[config.mk]
export PLATFORM = sky130hd
export DESIGN_NAME = dscg_top
export DESIGN_NICKNAME = d
export VERILOG_FILES = /design/src/dscg_pkg.sv /design/src/dscg_top.sv /design/src/dscg_access_check.sv
export VERILOG_INCLUDE_DIRS = /design/src
export SDC_FILE = /design/constraint.sdc
export NUM_CORES = 1
export LEC_CHECK = 0
export BUFFER_PORTS_ARGS = -buffer_cell sky130_fd_sc_hd__buf_4
export CAP_MARGIN = 20
export CELL_PAD_IN_SITES_DETAIL_PLACEMENT = 1
export CELL_PAD_IN_SITES_GLOBAL_PLACEMENT = 1
export CORE_ASPECT_RATIO = 0.6
export CORE_MARGIN = 4
export CORE_UTILIZATION = 38
export DETAILED_ROUTE_END_ITERATION = 10
export MAX_ROUTING_LAYER = met4
export PLACE_DENSITY_LB_ADDON = 0.15
export SYNTH_ARGS = -nofsm -noshare
export SYNTH_HDL_FRONTEND = slang
export SYNTH_SLANG_ARGS = --single-unit
[constraint.sdc]
create_clock -name pclk -period 1.6 [get_ports pclk]
set_input_delay 0.16 -clock pclk [delete_from_list [all_inputs] [get_ports pclk]]
set_output_delay 0.16 -clock pclk [all_outputs]
set_load 0.005 [all_outputs]
[src/dscg_defs.svh]
// offsets, field positions and reset values of the deep-sleep clock gate controller
`ifndef DSCG_DEFS_SVH
`define DSCG_DEFS_SVH

// register byte offsets
`define DSCG_OFF_RUN_CFG     12'h060
`define DSCG_OFF_RUN_GATE    12'h104
`define DSCG_OFF_SLEEP_GATE  12'h114
`define DSCG_OFF_DEEP_GATE   12'h124
`define DSCG_OFF_IRQ_STATUS  12'h200
`define DSCG_OFF_IRQ_MASK    12'h204

// gate register field positions
`define DSCG_BIT_COMPARATOR_B  25
`define DSCG_BIT_COMPARATOR_A  24
`define DSCG_BIT_GP_COUNTER_D  19
`define DSCG_BIT_GP_COUNTER_C  18
`define DSCG_BIT_GP_COUNTER_B  17
`define DSCG_BIT_GP_COUNTER_A  16
`define DSCG_BIT_TWO_WIRE_B    14
`define DSCG_BIT_TWO_WIRE_A    12
`define DSCG_BIT_SYNC_SERIAL_B 5
`define DSCG_BIT_SYNC_SERIAL_A 4
`define DSCG_BIT_ASYNC_SERIAL_B 1
`define DSCG_BIT_ASYNC_SERIAL_A 0

// writable bits and reset values
`define DSCG_GATE_WMASK      32'h030f_5033
`define DSCG_GATE_RESET      32'h0000_0000
`define DSCG_RUN_CFG_WMASK   32'h0000_0001
`define DSCG_RUN_CFG_RESET   32'h0000_0000
`define DSCG_BIT_AUTO_GATING 0

// interrupt status and mask layout
`define DSCG_IRQ_WMASK       32'h0000_0003
`define DSCG_IRQ_RESET       32'h0000_0000
`define DSCG_BIT_IRQ_FAULT   0
`define DSCG_BIT_IRQ_SWITCH  1

`endif

[src/dscg_pkg.sv]
// types shared by the deep-sleep clock gate controller
package dscg_pkg;

  typedef enum logic [1:0] {
    dscg_mode_run,
    dscg_mode_sleep,
    dscg_mode_deep
  } dscg_mode_e;

  // access from the peripheral bus toward one gated unit
  typedef struct packed {
    logic       valid;
    logic       write;
    logic [4:0] unit;
  } dscg_unit_req_s;

  // answer one cycle after the request
  typedef struct packed {
    logic done;
    logic fault;
  } dscg_unit_resp_s;

  // named clock enables of the controlled units
  typedef struct packed {
    logic comparator_b_gate;
    logic comparator_a_gate;
    logic gp_counter_d_gate;
    logic gp_counter_c_gate;
    logic gp_counter_b_gate;
    logic gp_counter_a_gate;
    logic two_wire_b_gate;
    logic two_wire_a_gate;
    logic sync_serial_b_gate;
    logic sync_serial_a_gate;
    logic async_serial_b_gate;
    logic async_serial_a_gate;
  } dscg_unit_en_s;

endpackage : dscg_pkg

[src/dscg_top.sv]
// deep-sleep clock gate controller with run and sleep companions, apb slave
`timescale 1ns/1ns
`include "dscg_defs.svh"

module dscg_top #(
  parameter int ADDR_W = 12,
  parameter int GATE_W = 32
) (
  // clock and reset
  input  wire logic                     pclk,
  input  wire logic                     presetn,
  // apb slave
  input  wire logic                     psel,
  input  wire logic                     penable,
  input  wire logic                     pwrite,
  input  wire logic [ADDR_W-1:0]        paddr,
  input  wire logic [31:0]              pwdata,
  input  wire logic [3:0]               pstrb,
  output logic                          pready,
  output logic [31:0]                   prdata,
  output logic                          pslverr,
  // power mode of the device
  input  wire dscg_pkg::dscg_mode_e     power_mode,
  // peripheral access check
  input  wire dscg_pkg::dscg_unit_req_s unit_req,
  output dscg_pkg::dscg_unit_resp_s     unit_resp,
  // clock enables
  output logic [GATE_W-1:0]             unit_clk_en,
  output dscg_pkg::dscg_unit_en_s       unit_en,
  // interrupt
  output logic                          irq
);
  import dscg_pkg::*;

  // byte-lane merge of a write, restricted to the writable bits
  function automatic logic [31:0] dscg_merge(input logic [31:0] old_val,
                                             input logic [31:0] wdata,
                                             input logic [3:0]  strb,
                                             input logic [31:0] wmask);
    logic [31:0] lane_mask;
    lane_mask = {{8{strb[3]}}, {8{strb[2]}}, {8{strb[1]}}, {8{strb[0]}}} & wmask;
    return ((old_val & ~lane_mask) | (wdata & lane_mask)) & wmask;
  endfunction : dscg_merge

  logic [31:0]       run_clock_config_reg;
  logic [31:0]       run_clock_gate_1_reg;
  logic [31:0]       sleep_clock_gate_1_reg;
  logic [31:0]       deep_sleep_clock_gate_1_reg;
  logic [31:0]       irq_status_reg;
  logic [31:0]       irq_status_next;
  logic [31:0]       irq_mask_reg;
  logic [31:0]       prdata_reg;
  logic              pslverr_reg;
  logic [GATE_W-1:0] active_gate_reg;
  logic [GATE_W-1:0] active_gate_next;
  logic              setup_phase;
  logic              access_wr;
  logic              addr_hit;
  logic [31:0]       rd_value;
  logic              auto_clock_gating;
  logic [31:0]       set_events;
  logic [31:0]       clr_events;

  assign setup_phase       = psel & ~penable;
  // zero wait states, so every access phase completes at its first edge
  assign access_wr         = psel & penable & pwrite;
  assign auto_clock_gating = run_clock_config_reg[`DSCG_BIT_AUTO_GATING];

  // read decode; unmapped offsets answer with an error
  always_comb begin
    rd_value = 32'h0000_0000;
    addr_hit = 1'b1;
    unique case (paddr)
      `DSCG_OFF_RUN_CFG:    rd_value = run_clock_config_reg;
      `DSCG_OFF_RUN_GATE:   rd_value = run_clock_gate_1_reg;
      `DSCG_OFF_SLEEP_GATE: rd_value = sleep_clock_gate_1_reg;
      `DSCG_OFF_DEEP_GATE:  rd_value = deep_sleep_clock_gate_1_reg;
      `DSCG_OFF_IRQ_STATUS: rd_value = irq_status_reg;
      `DSCG_OFF_IRQ_MASK:   rd_value = irq_mask_reg;
      default:              addr_hit = 1'b0;
    endcase
  end

  // read data and error are captured in the setup cycle and held through access
  always_ff @(posedge pclk or negedge presetn) begin
    if (!presetn) begin
      prdata_reg  <= 32'h0000_0000;
      pslverr_reg <= 1'b0;
    end else if (setup_phase) begin
      prdata_reg  <= pwrite ? 32'h0000_0000 : rd_value;
      pslverr_reg <= ~addr_hit;
    end
  end

  assign pready  = 1'b1;
  assign prdata  = prdata_reg;
  assign pslverr = pslverr_reg;

  // run-mode configuration, only the auto gating bit is held
  always_ff @(posedge pclk or negedge presetn) begin
    if (!presetn) begin
      run_clock_config_reg <= `DSCG_RUN_CFG_RESET;
    end else if (access_wr && paddr == `DSCG_OFF_RUN_CFG) begin
      run_clock_config_reg <= dscg_merge(run_clock_config_reg, pwdata, pstrb,
                                         `DSCG_RUN_CFG_WMASK);
    end
  end

  // run-mode gate register
  always_ff @(posedge pclk or negedge presetn) begin
    if (!presetn) begin
      run_clock_gate_1_reg <= `DSCG_GATE_RESET;
    end else if (access_wr && paddr == `DSCG_OFF_RUN_GATE) begin
      run_clock_gate_1_reg <= dscg_merge(run_clock_gate_1_reg, pwdata, pstrb,
                                         `DSCG_GATE_WMASK);
    end
  end

  // sleep-mode gate register
  always_ff @(posedge pclk or negedge presetn) begin
    if (!presetn) begin
      sleep_clock_gate_1_reg <= `DSCG_GATE_RESET;
    end else if (access_wr && paddr == `DSCG_OFF_SLEEP_GATE) begin
      sleep_clock_gate_1_reg <= dscg_merge(sleep_clock_gate_1_reg, pwdata, pstrb,
                                           `DSCG_GATE_WMASK);
    end
  end

  // deep-sleep gate register; the write mask keeps reserved bits at zero
  always_ff @(posedge pclk or negedge presetn) begin
    if (!presetn) begin
      deep_sleep_clock_gate_1_reg <= `DSCG_GATE_RESET;
    end else if (access_wr && paddr == `DSCG_OFF_DEEP_GATE) begin
      deep_sleep_clock_gate_1_reg <= dscg_merge(deep_sleep_clock_gate_1_reg, pwdata,
                                                pstrb, `DSCG_GATE_WMASK);
    end
  end

  // source of the clock enables; without auto gating the run register rules
  always_comb begin
    active_gate_next = run_clock_gate_1_reg[GATE_W-1:0];
    if (auto_clock_gating) begin
      unique case (power_mode)
        dscg_mode_run:   active_gate_next = run_clock_gate_1_reg[GATE_W-1:0];
        dscg_mode_sleep: active_gate_next = sleep_clock_gate_1_reg[GATE_W-1:0];
        dscg_mode_deep:  active_gate_next = deep_sleep_clock_gate_1_reg[GATE_W-1:0];
        default:         active_gate_next = run_clock_gate_1_reg[GATE_W-1:0];
      endcase
    end
  end

  // registered so the gating cells see a glitch-free enable
  always_ff @(posedge pclk or negedge presetn) begin
    if (!presetn) begin
      active_gate_reg <= GATE_W'(`DSCG_GATE_RESET);
    end else begin
      active_gate_reg <= active_gate_next;
    end
  end

  assign unit_clk_en = active_gate_reg;

  // named enables, one per unit
  assign unit_en.comparator_b_gate   = active_gate_reg[`DSCG_BIT_COMPARATOR_B];
  assign unit_en.comparator_a_gate   = active_gate_reg[`DSCG_BIT_COMPARATOR_A];
  assign unit_en.gp_counter_d_gate   = active_gate_reg[`DSCG_BIT_GP_COUNTER_D];
  assign unit_en.gp_counter_c_gate   = active_gate_reg[`DSCG_BIT_GP_COUNTER_C];
  assign unit_en.gp_counter_b_gate   = active_gate_reg[`DSCG_BIT_GP_COUNTER_B];
  assign unit_en.gp_counter_a_gate   = active_gate_reg[`DSCG_BIT_GP_COUNTER_A];
  assign unit_en.two_wire_b_gate     = active_gate_reg[`DSCG_BIT_TWO_WIRE_B];
  assign unit_en.two_wire_a_gate     = active_gate_reg[`DSCG_BIT_TWO_WIRE_A];
  assign unit_en.sync_serial_b_gate  = active_gate_reg[`DSCG_BIT_SYNC_SERIAL_B];
  assign unit_en.sync_serial_a_gate  = active_gate_reg[`DSCG_BIT_SYNC_SERIAL_A];
  assign unit_en.async_serial_b_gate = active_gate_reg[`DSCG_BIT_ASYNC_SERIAL_B];
  assign unit_en.async_serial_a_gate = active_gate_reg[`DSCG_BIT_ASYNC_SERIAL_A];

  // fault answer for accesses toward gated units
  dscg_access_check #(
    .GATE_W (GATE_W)
  ) u_access_check (
    .pclk    (pclk),
    .presetn (presetn),
    .gate    (active_gate_reg),
    .req     (unit_req),
    .resp    (unit_resp)
  );

  // events: a faulted unit access, and a change of the active enables
  always_comb begin
    set_events = 32'h0000_0000;
    set_events[`DSCG_BIT_IRQ_FAULT]  = unit_resp.done & unit_resp.fault;
    set_events[`DSCG_BIT_IRQ_SWITCH] = active_gate_next != active_gate_reg;
    clr_events = 32'h0000_0000;
    if (access_wr && paddr == `DSCG_OFF_IRQ_STATUS) begin
      clr_events = dscg_merge(32'h0000_0000, pwdata, pstrb, `DSCG_IRQ_WMASK);
    end
    // a new event in the clearing cycle survives the clear
    irq_status_next = ((irq_status_reg & ~clr_events) | set_events) & `DSCG_IRQ_WMASK;
  end

  always_ff @(posedge pclk or negedge presetn) begin
    if (!presetn) begin
      irq_status_reg <= `DSCG_IRQ_RESET;
    end else begin
      irq_status_reg <= irq_status_next;
    end
  end

  always_ff @(posedge pclk or negedge presetn) begin
    if (!presetn) begin
      irq_mask_reg <= `DSCG_IRQ_RESET;
    end else if (access_wr && paddr == `DSCG_OFF_IRQ_MASK) begin
      irq_mask_reg <= dscg_merge(irq_mask_reg, pwdata, pstrb, `DSCG_IRQ_WMASK);
    end
  end

  assign irq = |(irq_status_reg & irq_mask_reg);

endmodule : dscg_top

[src/dscg_access_check.sv]
// checks peripheral accesses against the active clock gate vector
`timescale 1ns/1ns
module dscg_access_check #(
  parameter int GATE_W = 32
) (
  // clock and reset
  input  wire logic                     pclk,
  input  wire logic                     presetn,
  // active gate vector
  input  wire logic [GATE_W-1:0]        gate,
  // peripheral access
  input  wire dscg_pkg::dscg_unit_req_s req,
  output dscg_pkg::dscg_unit_resp_s     resp
);
  import dscg_pkg::*;

  dscg_unit_resp_s resp_reg;

  // a unit index on a reserved position reads a zero gate bit and faults too
  always_ff @(posedge pclk or negedge presetn) begin
    if (!presetn) begin
      resp_reg <= '0;
    end else begin
      resp_reg.done  <= req.valid;
      resp_reg.fault <= req.valid & ~gate[req.unit];
    end
  end

  assign resp = resp_reg;

endmodule : dscg_access_check

==> results of run 1 <==
-- logic make-up after synthesis --
group,after synthesis
simple gates,87
buf+inv,71
flops,68
compound gates,62
mux,57
xor+xnor,24
fa+ha+maj,2
other cells,2
-- how the worst max path moves through the flow --
stage               slack (ns)                 to     startpoint
finish                   -0.09               flop      paddr[10]
global route             -0.14               flop      paddr[10]
CTS                      -0.06               flop      paddr[10]
detailed placement       -0.57               flop       paddr[7]
global placement         -0.50  irq_status_reg[1]  power_mode[1]
floorplan                -0.20               flop       paddr[7]
-- power by group --
part,switching [mW],internal (mW),leakage (nW)
sequential,0.00423,1.73,0.928
combinational,0.218,0.163,1.48
clock,0.750,1.25,0.153
-- routing by layer --
metal  wire [um]  share of wire [%]  global-route usage, %
met5           0                  0                      -
met4          99               0.79                   4.44
met3        1030                8.2                   6.89
met2        5270                 42                   31.6
met1        6130                 49                   30.8
-- area by class of cell --
cell class	instances	share of cell area, %
well taps	135	3.15
clock buffers	10	4.45
multi-input cells	273	38.7
repair buffers	141	20.6
clock inverters	6	1.17
inverters	4	0.280
flip-flops and latches	68	31.7
-- layout by cell type, fill, tap and decap left out, types with 7 or more instances in the layout --
| cell | netlist | layout |
|---|---|---|
| a22oi_1 | 22 | 15 |
| buf_4 | 53 | 133 |
| mux2_4 | 0 | 10 |
| nand2_1 | 38 | 37 |
| conb_1 | 2 | 41 |
| o21ai_0 | 26 | 25 |
| clkbuf_16 | 0 | 9 |
| dfrtp_1 | 68 | 68 |
| xnor2_1 | 24 | 22 |
| mux2_2 | 46 | 36 |
| a22oi_2 | 0 | 7 |
-- synthesized netlist by cell type, types with 2 or more instances --
library cell,instances
a22o_1,2
o21ai_0,26
inv_1,4
a2111oi_0,2
nand3_1,7
nor2_1,9
nand2_1,38
conb_1,2
mux2_1,4
mux2_2,46
nor4b_1,2
nand4_1,4
nor3_1,7
buf_4,53
nand2b_1,3
xnor2_1,24
a211oi_1,2
ha_1,2
a22oi_1,22
or2_2,2
nor2b_1,2
clkbuf_1,12
nor4_1,4
dfrtp_1,68
a31oi_1,2
a21oi_1,2
mux2i_1,6
-- what timing repair did --
item                                    CTS  global route
pin swaps                                11             5
buffers inserted                          7             0
hold endpoints to repair                 35             0
resized for setup                        29             9
endpoints found under the setup margin   36            31
hold buffers                              2             0
-- per-stage QoR --
step	setup TNS, ns	setup slack, ns
after floorplan	-4.85	-0.197
after CTS	-0.411	-0.0642
after global routing	-2.61	-0.145
after detailed placement	-20.48	-0.569
final	-1.08	-0.0942
after global placement	-17.54	-0.501
-- worst max-delay path, cell delays in order --
cell and delay [ns]:
buf_6 0.09, or4_4 0.54, nor4_4 0.28, buf_4 0.19
nand2b_4 0.10, nor2_4 0.21, mux2_4 0.33
==> impl_metrics.ini, run 1 <==
[outcome]
outcome = complete, but fails checks
violations = setup timing

[synth]
synth-simple-area-share_pct = 11.6
synthFlopType = dfrtp_1
synthMuxAreaShare_pct = 16.5
synth-edff-count = 0
yosys.area.top_type = dfrtp_1
async_flop_share_pct = 100
yosysWarnings = 0
syn_area_um2 = 3910
synthDistinctLibCells = 43
synth_cells = 373
avgSynthCellArea_um2 = 10.5
synth-compound-area-share_pct = 10.3
yosys.area.top_type_share_pct = 43.5
synthXorXnorAreaFrac_pct = 5.37
ys_seq_area_share_pct = 43.5
ys_seq_elements = 68
synthAdderAreaFrac_pct = 0.640
synth_area_leaders = dfrtp_1, mux2_2, buf_4, xnor2_1, a22oi_1
synth_top_family_by_area = multiplexers

[clock_network]
cts_tree = built
clk_latency_ns = 0.33
htree_levels = 3
clockRootBuffer = clkbuf_16
cts.sinks = 68
cts_max_path_buffers = 2
clk_pin_slew_ns = 0.06
cts_buffers = 9

[placement]
placedCellCount = 612
io_buffers = 80
gp_congestion = 0.884
postPlaceCellArea_um2 = 4820
hpwl_um = 9610

[detailed_routing]
wire_per_inst_um = 19.7
drc = 0
ant_nets = 0
wl_um = 12500
via_count = 3247
viasPerCell = 5.10
dr.pass1.iters = 4
drt_iter0_drc = 170

[sta]
rsz0062_at_grt = true
fmax_ghz = 0.590
drv_slew = 0
setup_viol = 21
layout_worst_path_cycle_share_pct = 106
skew_ns = 0.00644
setup_slack_ns = -0.0942
whs_ns = 0.0708
period_needed_ns = 1.69
hold_violations = 0

[die]
die_x_um = 139
rows = 28
dieArea_um2 = 12000
start_util_pct = 39.3
die_h_um = 86.6
pin_count = 143
core_area_um2 = 9950

[setup_path]
rr_worst_depth = 5
arrival_ns = 1.91
cp.required_ns = 1.81
rrSetupSlack_ns = -0.01
end_kind = flop
r2r_end = irq_status_reg[1]
critPathKind = primary input to flop
worstSetupStartpointType = primary input
crit_fanout = 4

[power]
total_power_mw = 4.11
power.density_nw_per_um2 = 766
ir_drop_v = 0.000576
leakage_nw = 2.56

[cells_and_area]
nFillCells = 1100
stdcell_area_um2 = 5370
nets = 561
multiInputGateArea_um2 = 2070
layout.cells.non_filler = 637
fin_util_pct = 53.9
drive_above_1_share_pct = 46.6
regArea_um2 = 1700
diodes = 0
syn2layout_area_growth_pct = 37.1

[worst_hold_path]
min_from = pwdata[16]
holdPathStages = 2
hp-class = primary input to flop

[global_route]
antenna_found_initial = 0
grt_overflow = 0
grt_start_max_net_pins = 37
grt_pass1_vias = 3524
track_usage_pct = 22.0
grt_pass1_wl_um = 19900

[job]
cap_violations = 0
Power figures use the tool's default switching activity.
==> inputs of run 2 (changes only) <==
- REMOVE_ABC_BUFFERS: not set -> 1
==> run 2 against run 1 <==
Net effect: the flow still finishes with violations (setup timing); critical path depth unchanged; total power decreased by 0.89%; maximum frequency decreased by 7.6%; cell area is 0.63% lower; flip-flop and latch count unchanged; sequential power barely moved; final cell count down 2.2%; utilization is 0.34 points lower; clock skew about the same; first-iteration DRC count increased by 7.6%; largest cell class unchanged; highest routed layer unchanged.
==> impl_metrics.ini, run 2 (same netlist as run 1, synthesis figures left out) <==
[placement]
postPlaceCellArea_um2 = 4680
pre_cts_slack_ns = -0.675
io_buffers = 80
hpwl_um = 9250
gp_congestion = 0.841

[outcome]
outcome = complete, but fails checks
violations = setup timing

[clock_network]
cts_tree = built
cts_buffers = 9
clk_pin_slew_ns = 0.05
clockRootBuffer = clkbuf_16
clk_latency_ns = 0.34
cts.sinks = 68
htree_levels = 3
cts_max_path_buffers = 2

[setup_path]
rrSetupSlack_ns = 0.03
crit_chain = buf_6, or4_4, nor4_4, buf_4, and2_4, nand3_4, mux2_4
critPathKind = primary input to flop
cp_slowest_stage_delay_ns = 0.56
cp.required_ns = 1.83
crit_fanout = 5
worstSetupStartpointType = primary input
end_kind = flop
arrival_ns = 2.06
slowest_stage = or4_4

[die]
pin_count = 143
start_util_pct = 39.3
rows = 28
core_area_um2 = 9950
dieArea_um2 = 12000
die_h_um = 86.6
die_x_um = 139

[sta]
setup_total_negative_slack_ns = -4.34
fmax_ghz = 0.546
rsz0062_at_grt = true
hold_violations = 0
period_needed_ns = 1.83
drv_slew = 0
setup_slack_ns = -0.233
layout_worst_path_cycle_share_pct = 115
skew_ns = 0.00612
setup_viol = 25

[detailed_routing]
drt_iter0_drc = 183
viasPerCell = 5.14
drc = 0
wl_um = 12600
ant_nets = 0
dr.pass1.iters = 4
wire_per_inst_um = 20.3
via_count = 3204

[global_route]
grt_pass1_vias = 3377
grt_overflow = 0
antenna_found_initial = 0
grt_pass1_wl_um = 19400
track_usage_pct = 21.7
grt_start_max_net_pins = 36

[worst_hold_path]
hp-class = primary input to flop

[cells_and_area]
syn2layout_area_growth_pct = 36.3
diodes = 0
fin_util_pct = 53.6
nets = 548
mostFrequentLayoutCells = buf_4, dfrtp_1, conb_1
drive_above_1_share_pct = 45.3
stdcell_area_um2 = 5330
mostFrequentLayoutCell = buf_4

[power]
total_power_mw = 4.07
ir_drop_v = 0.000577
leakage_nw = 2.53
power.density_nw_per_um2 = 764

[job]
cap_violations = 0
## run 2: cell count changes in the layout (fill, tap and decap cells not counted), sizes merged
cell	delta
bufinv	-1
inv	-1
clkinv	-3
clkbuf	+4
buf	-13
## run 2: worst paths after layout
path                             from           endpoint  depth (start not counted)
max                          paddr[7]               flop                          7
min                        pwdata[24]               flop                          2
max reg2reg                      flop  irq_status_reg[1]                          5
min reg2reg                prdata[14]         prdata[14]                          2
max in group asynchronous     presetn          async pin                          3
min in group asynchronous     presetn    unit_clk_en[19]                          2
## run 2: per-stage QoR
| step | hold slack (ns) | std cells |
|---|---|---|
| detailed placement | 0.0143 | 596 |
| finish | 0.0696 | 623 |
| floorplan | -0.136 | 345 |
| CTS | 0.0717 | 617 |
| global route | 0.0721 | 623 |
| global placement | 0.0149 | 596 |
## run 2: worst max-delay path: cells and delay by family
kind                   cells  cell delay [ns]
buffers and inverters      2             0.27
multiplexers               1             0.33
AND/OR/NAND/NOR            4             1.29
## run 2: cell type report
cell class	instances	area (um^2)
Tap cell	135	169
Clock inverter	1	5.00
Sequential cell	68	1700
Inverter	4	15.0
Clock buffer	14	284
Timing Repair Buffer	128	1050
Fill cell	1114	4620
Multi-Input combinational cell	273	2100
## run 2: layer usage
metal,up-vias,GRT usage (%),share of wire (%)
li1,1450,-,-
met2,109,31.5,45
met4,0,6.48,1.4
met1,1625,30.4,47
met5,-,-,0
met3,20,5.29,6.8
## run 2: repair_timing
action | in CTS | in global routing
hold endpoints to repair | 69 | 0
setup endpoints to repair | 40 | 37
hold buffers | 2 | 0
pin swaps | 7 | 9
gates resized for setup | 39 | 28
setup buffers | 4 | 7
## run 2: where the power goes
part | switching (mW) | total [mW] | leakage [nW] | internal (mW)
clock network | 0.735 | 1.94 | 0.145 | 1.21
logic | 0.230 | 0.398 | 1.46 | 0.169
registers | 0.00417 | 1.73 | 0.928 | 1.73
==> inputs of run 3 (changes only) <==
- BUFFER_PORTS_ARGS: -buffer_cell sky130_fd_sc_hd__buf_4 -> not set
- CORE_UTILIZATION: 38 -> 43
- DONT_BUFFER_PORTS: not set -> 1
==> run 3 against run 2 <==
Net effect: the run ends with hold timing, setup timing left; count of clock-buffer cells in the layout shrank 5; utilization grew 0.38 points; first-iteration DRC count shrank 16%; flip-flop and latch count is the same; setup slack gained 0.18 ns; final cell count shrank 16%; largest cell class unchanged; combinational power shrank 43%; die area shrank 11%.
==> impl_metrics.ini, run 3 (same netlist as run 1, synthesis figures left out) <==
[setup_path]
cp.required_ns = 1.81
arrival_ns = 1.86
end_kind = flop
worstSetupStartpointType = primary input
crit_fanout = 5
critPathKind = primary input to flop

[clock_network]
clk_pin_slew_ns = 0.06
cts_max_path_buffers = 2
clockRootBuffer = clkbuf_16
cts_buffers = 9
cts_tree = built
clk_latency_ns = 0.34
ctsHoldBuffers = 15
htree_levels = 3
cts.sinks = 68

[outcome]
outcome = complete, but fails checks
violations = hold timing, setup timing

[cells_and_area]
syn2layout_area_growth_pct = 19.8
drive_above_1_share_pct = 31.8
diodes = 0
nets = 471
mostFrequentLayoutCells = dfrtp_1, conb_1, mux2_2
mostFrequentLayoutCell = dfrtp_1
fin_util_pct = 54.0

[global_route]
grt_pass1_wl_um = 17700
grt_overflow = 0
grt_pass1_vias = 3011
grt_start_max_net_pins = 69
track_usage_pct = 22.4
antenna_found_initial = 0

[die]
die_h_um = 81.9
dieArea_um2 = 10700
rows = 26
pin_count = 143
die_x_um = 131
start_util_pct = 45.0
core_area_um2 = 8690

[sta]
layout_worst_path_cycle_share_pct = 103
drv_slew = 0
skew_ns = 0.00707
rsz0062_at_grt = true
setup_slack_ns = -0.0486
period_needed_ns = 1.65
hold_violations = 68
setup_total_negative_slack_ns = -0.214
fmax_ghz = 0.607
whs_ns = -0.480
setup_viol = 8

[placement]
hpwl_um = 8450
gp_congestion = 0.844
io_buffers = 0

[power]
leakage_nw = 2.09
total_power_mw = 3.93
power.density_nw_per_um2 = 838
ir_drop_v = 0.000509

[detailed_routing]
drc = 0
viasPerCell = 5.50
wl_um = 11600
drt_iter0_drc = 154
via_count = 2880
wire_per_inst_um = 22.2
dr.pass1.iters = 4
ant_nets = 0

[worst_hold_path]
hp-class = primary input to async pin

[job]
cap_violations = 0
==> run 3: routing by layer <==
metal  vias up  global-route usage [%]  wire length, um
met2       101                    33.7             5150
li1       1297                       -                -
met3        12                    6.00             1020
met1      1470                    29.9             5300
met4         0                    7.02              170
met5         -                       -                0
==> run 3: layout make-up <==
type                    count  area [um^2]
flip-flops and latches     68         1700
clock inverters             7         67.6
clock buffers               9          225
well taps                 112          140
fillers                   921         4000
inverters                   4         15.0
repair buffers             51          473
multi-input cells         273         2060
==> run 3: stage by stage <==
step                      instance area, um^2  worst slack (ns)  cells
after detailed placement                 4030            -0.522    489
after global routing                     4690           -0.0548    524
final                                    4690           -0.0486    524
after global placement                   4030            -0.449    489
after floorplan                          3610            -0.496    345
after CTS                                4590           -0.0208    523
==> run 3: critical path: stages <==
cell and delay [ns]:
or4_4 0.56, nor4_4 0.27, buf_4 0.19, and2_4 0.21, nand3_4 0.14, mux2_4 0.33
==> run 3: path summary, 6_finish.rpt <==
kind | from | to | slack (ns) | cells after the start
worst max-delay path | paddr[7] | flop | -0.05 | 6
worst min-delay path | presetn | prdata[24] | -0.48 | 0
worst max register to register | flop | irq_status_reg[1] | 0.05 | 5
worst min register to register | prdata[18] | prdata[18] | 0.52 | 2
max in group asynchronous | presetn | prdata[0] | 1.95 | 0
min in group pclk | pwdata[0] | irq_status_reg[0] | 0.03 | 2
==> run 3: power by group <==
part | leakage (nW) | switching (mW) | internal [mW] | total [mW]
logic | 1.03 | 0.133 | 0.0945 | 0.227
registers | 0.928 | 0.00538 | 1.73 | 1.73
clock network | 0.137 | 0.773 | 1.20 | 1.97
==> run 3: what timing repair did <==
| item | 4_1_cts | 5_1_grt |
|---|---|---|
| setup buffers | 3 | 1 |
| resized for setup | 23 | 22 |
| gates cloned | 0 | 0 |
| endpoints found under the hold margin | 109 | 68 |
| pin swaps | 8 | 9 |
| endpoints found under the setup margin | 36 | 35 |
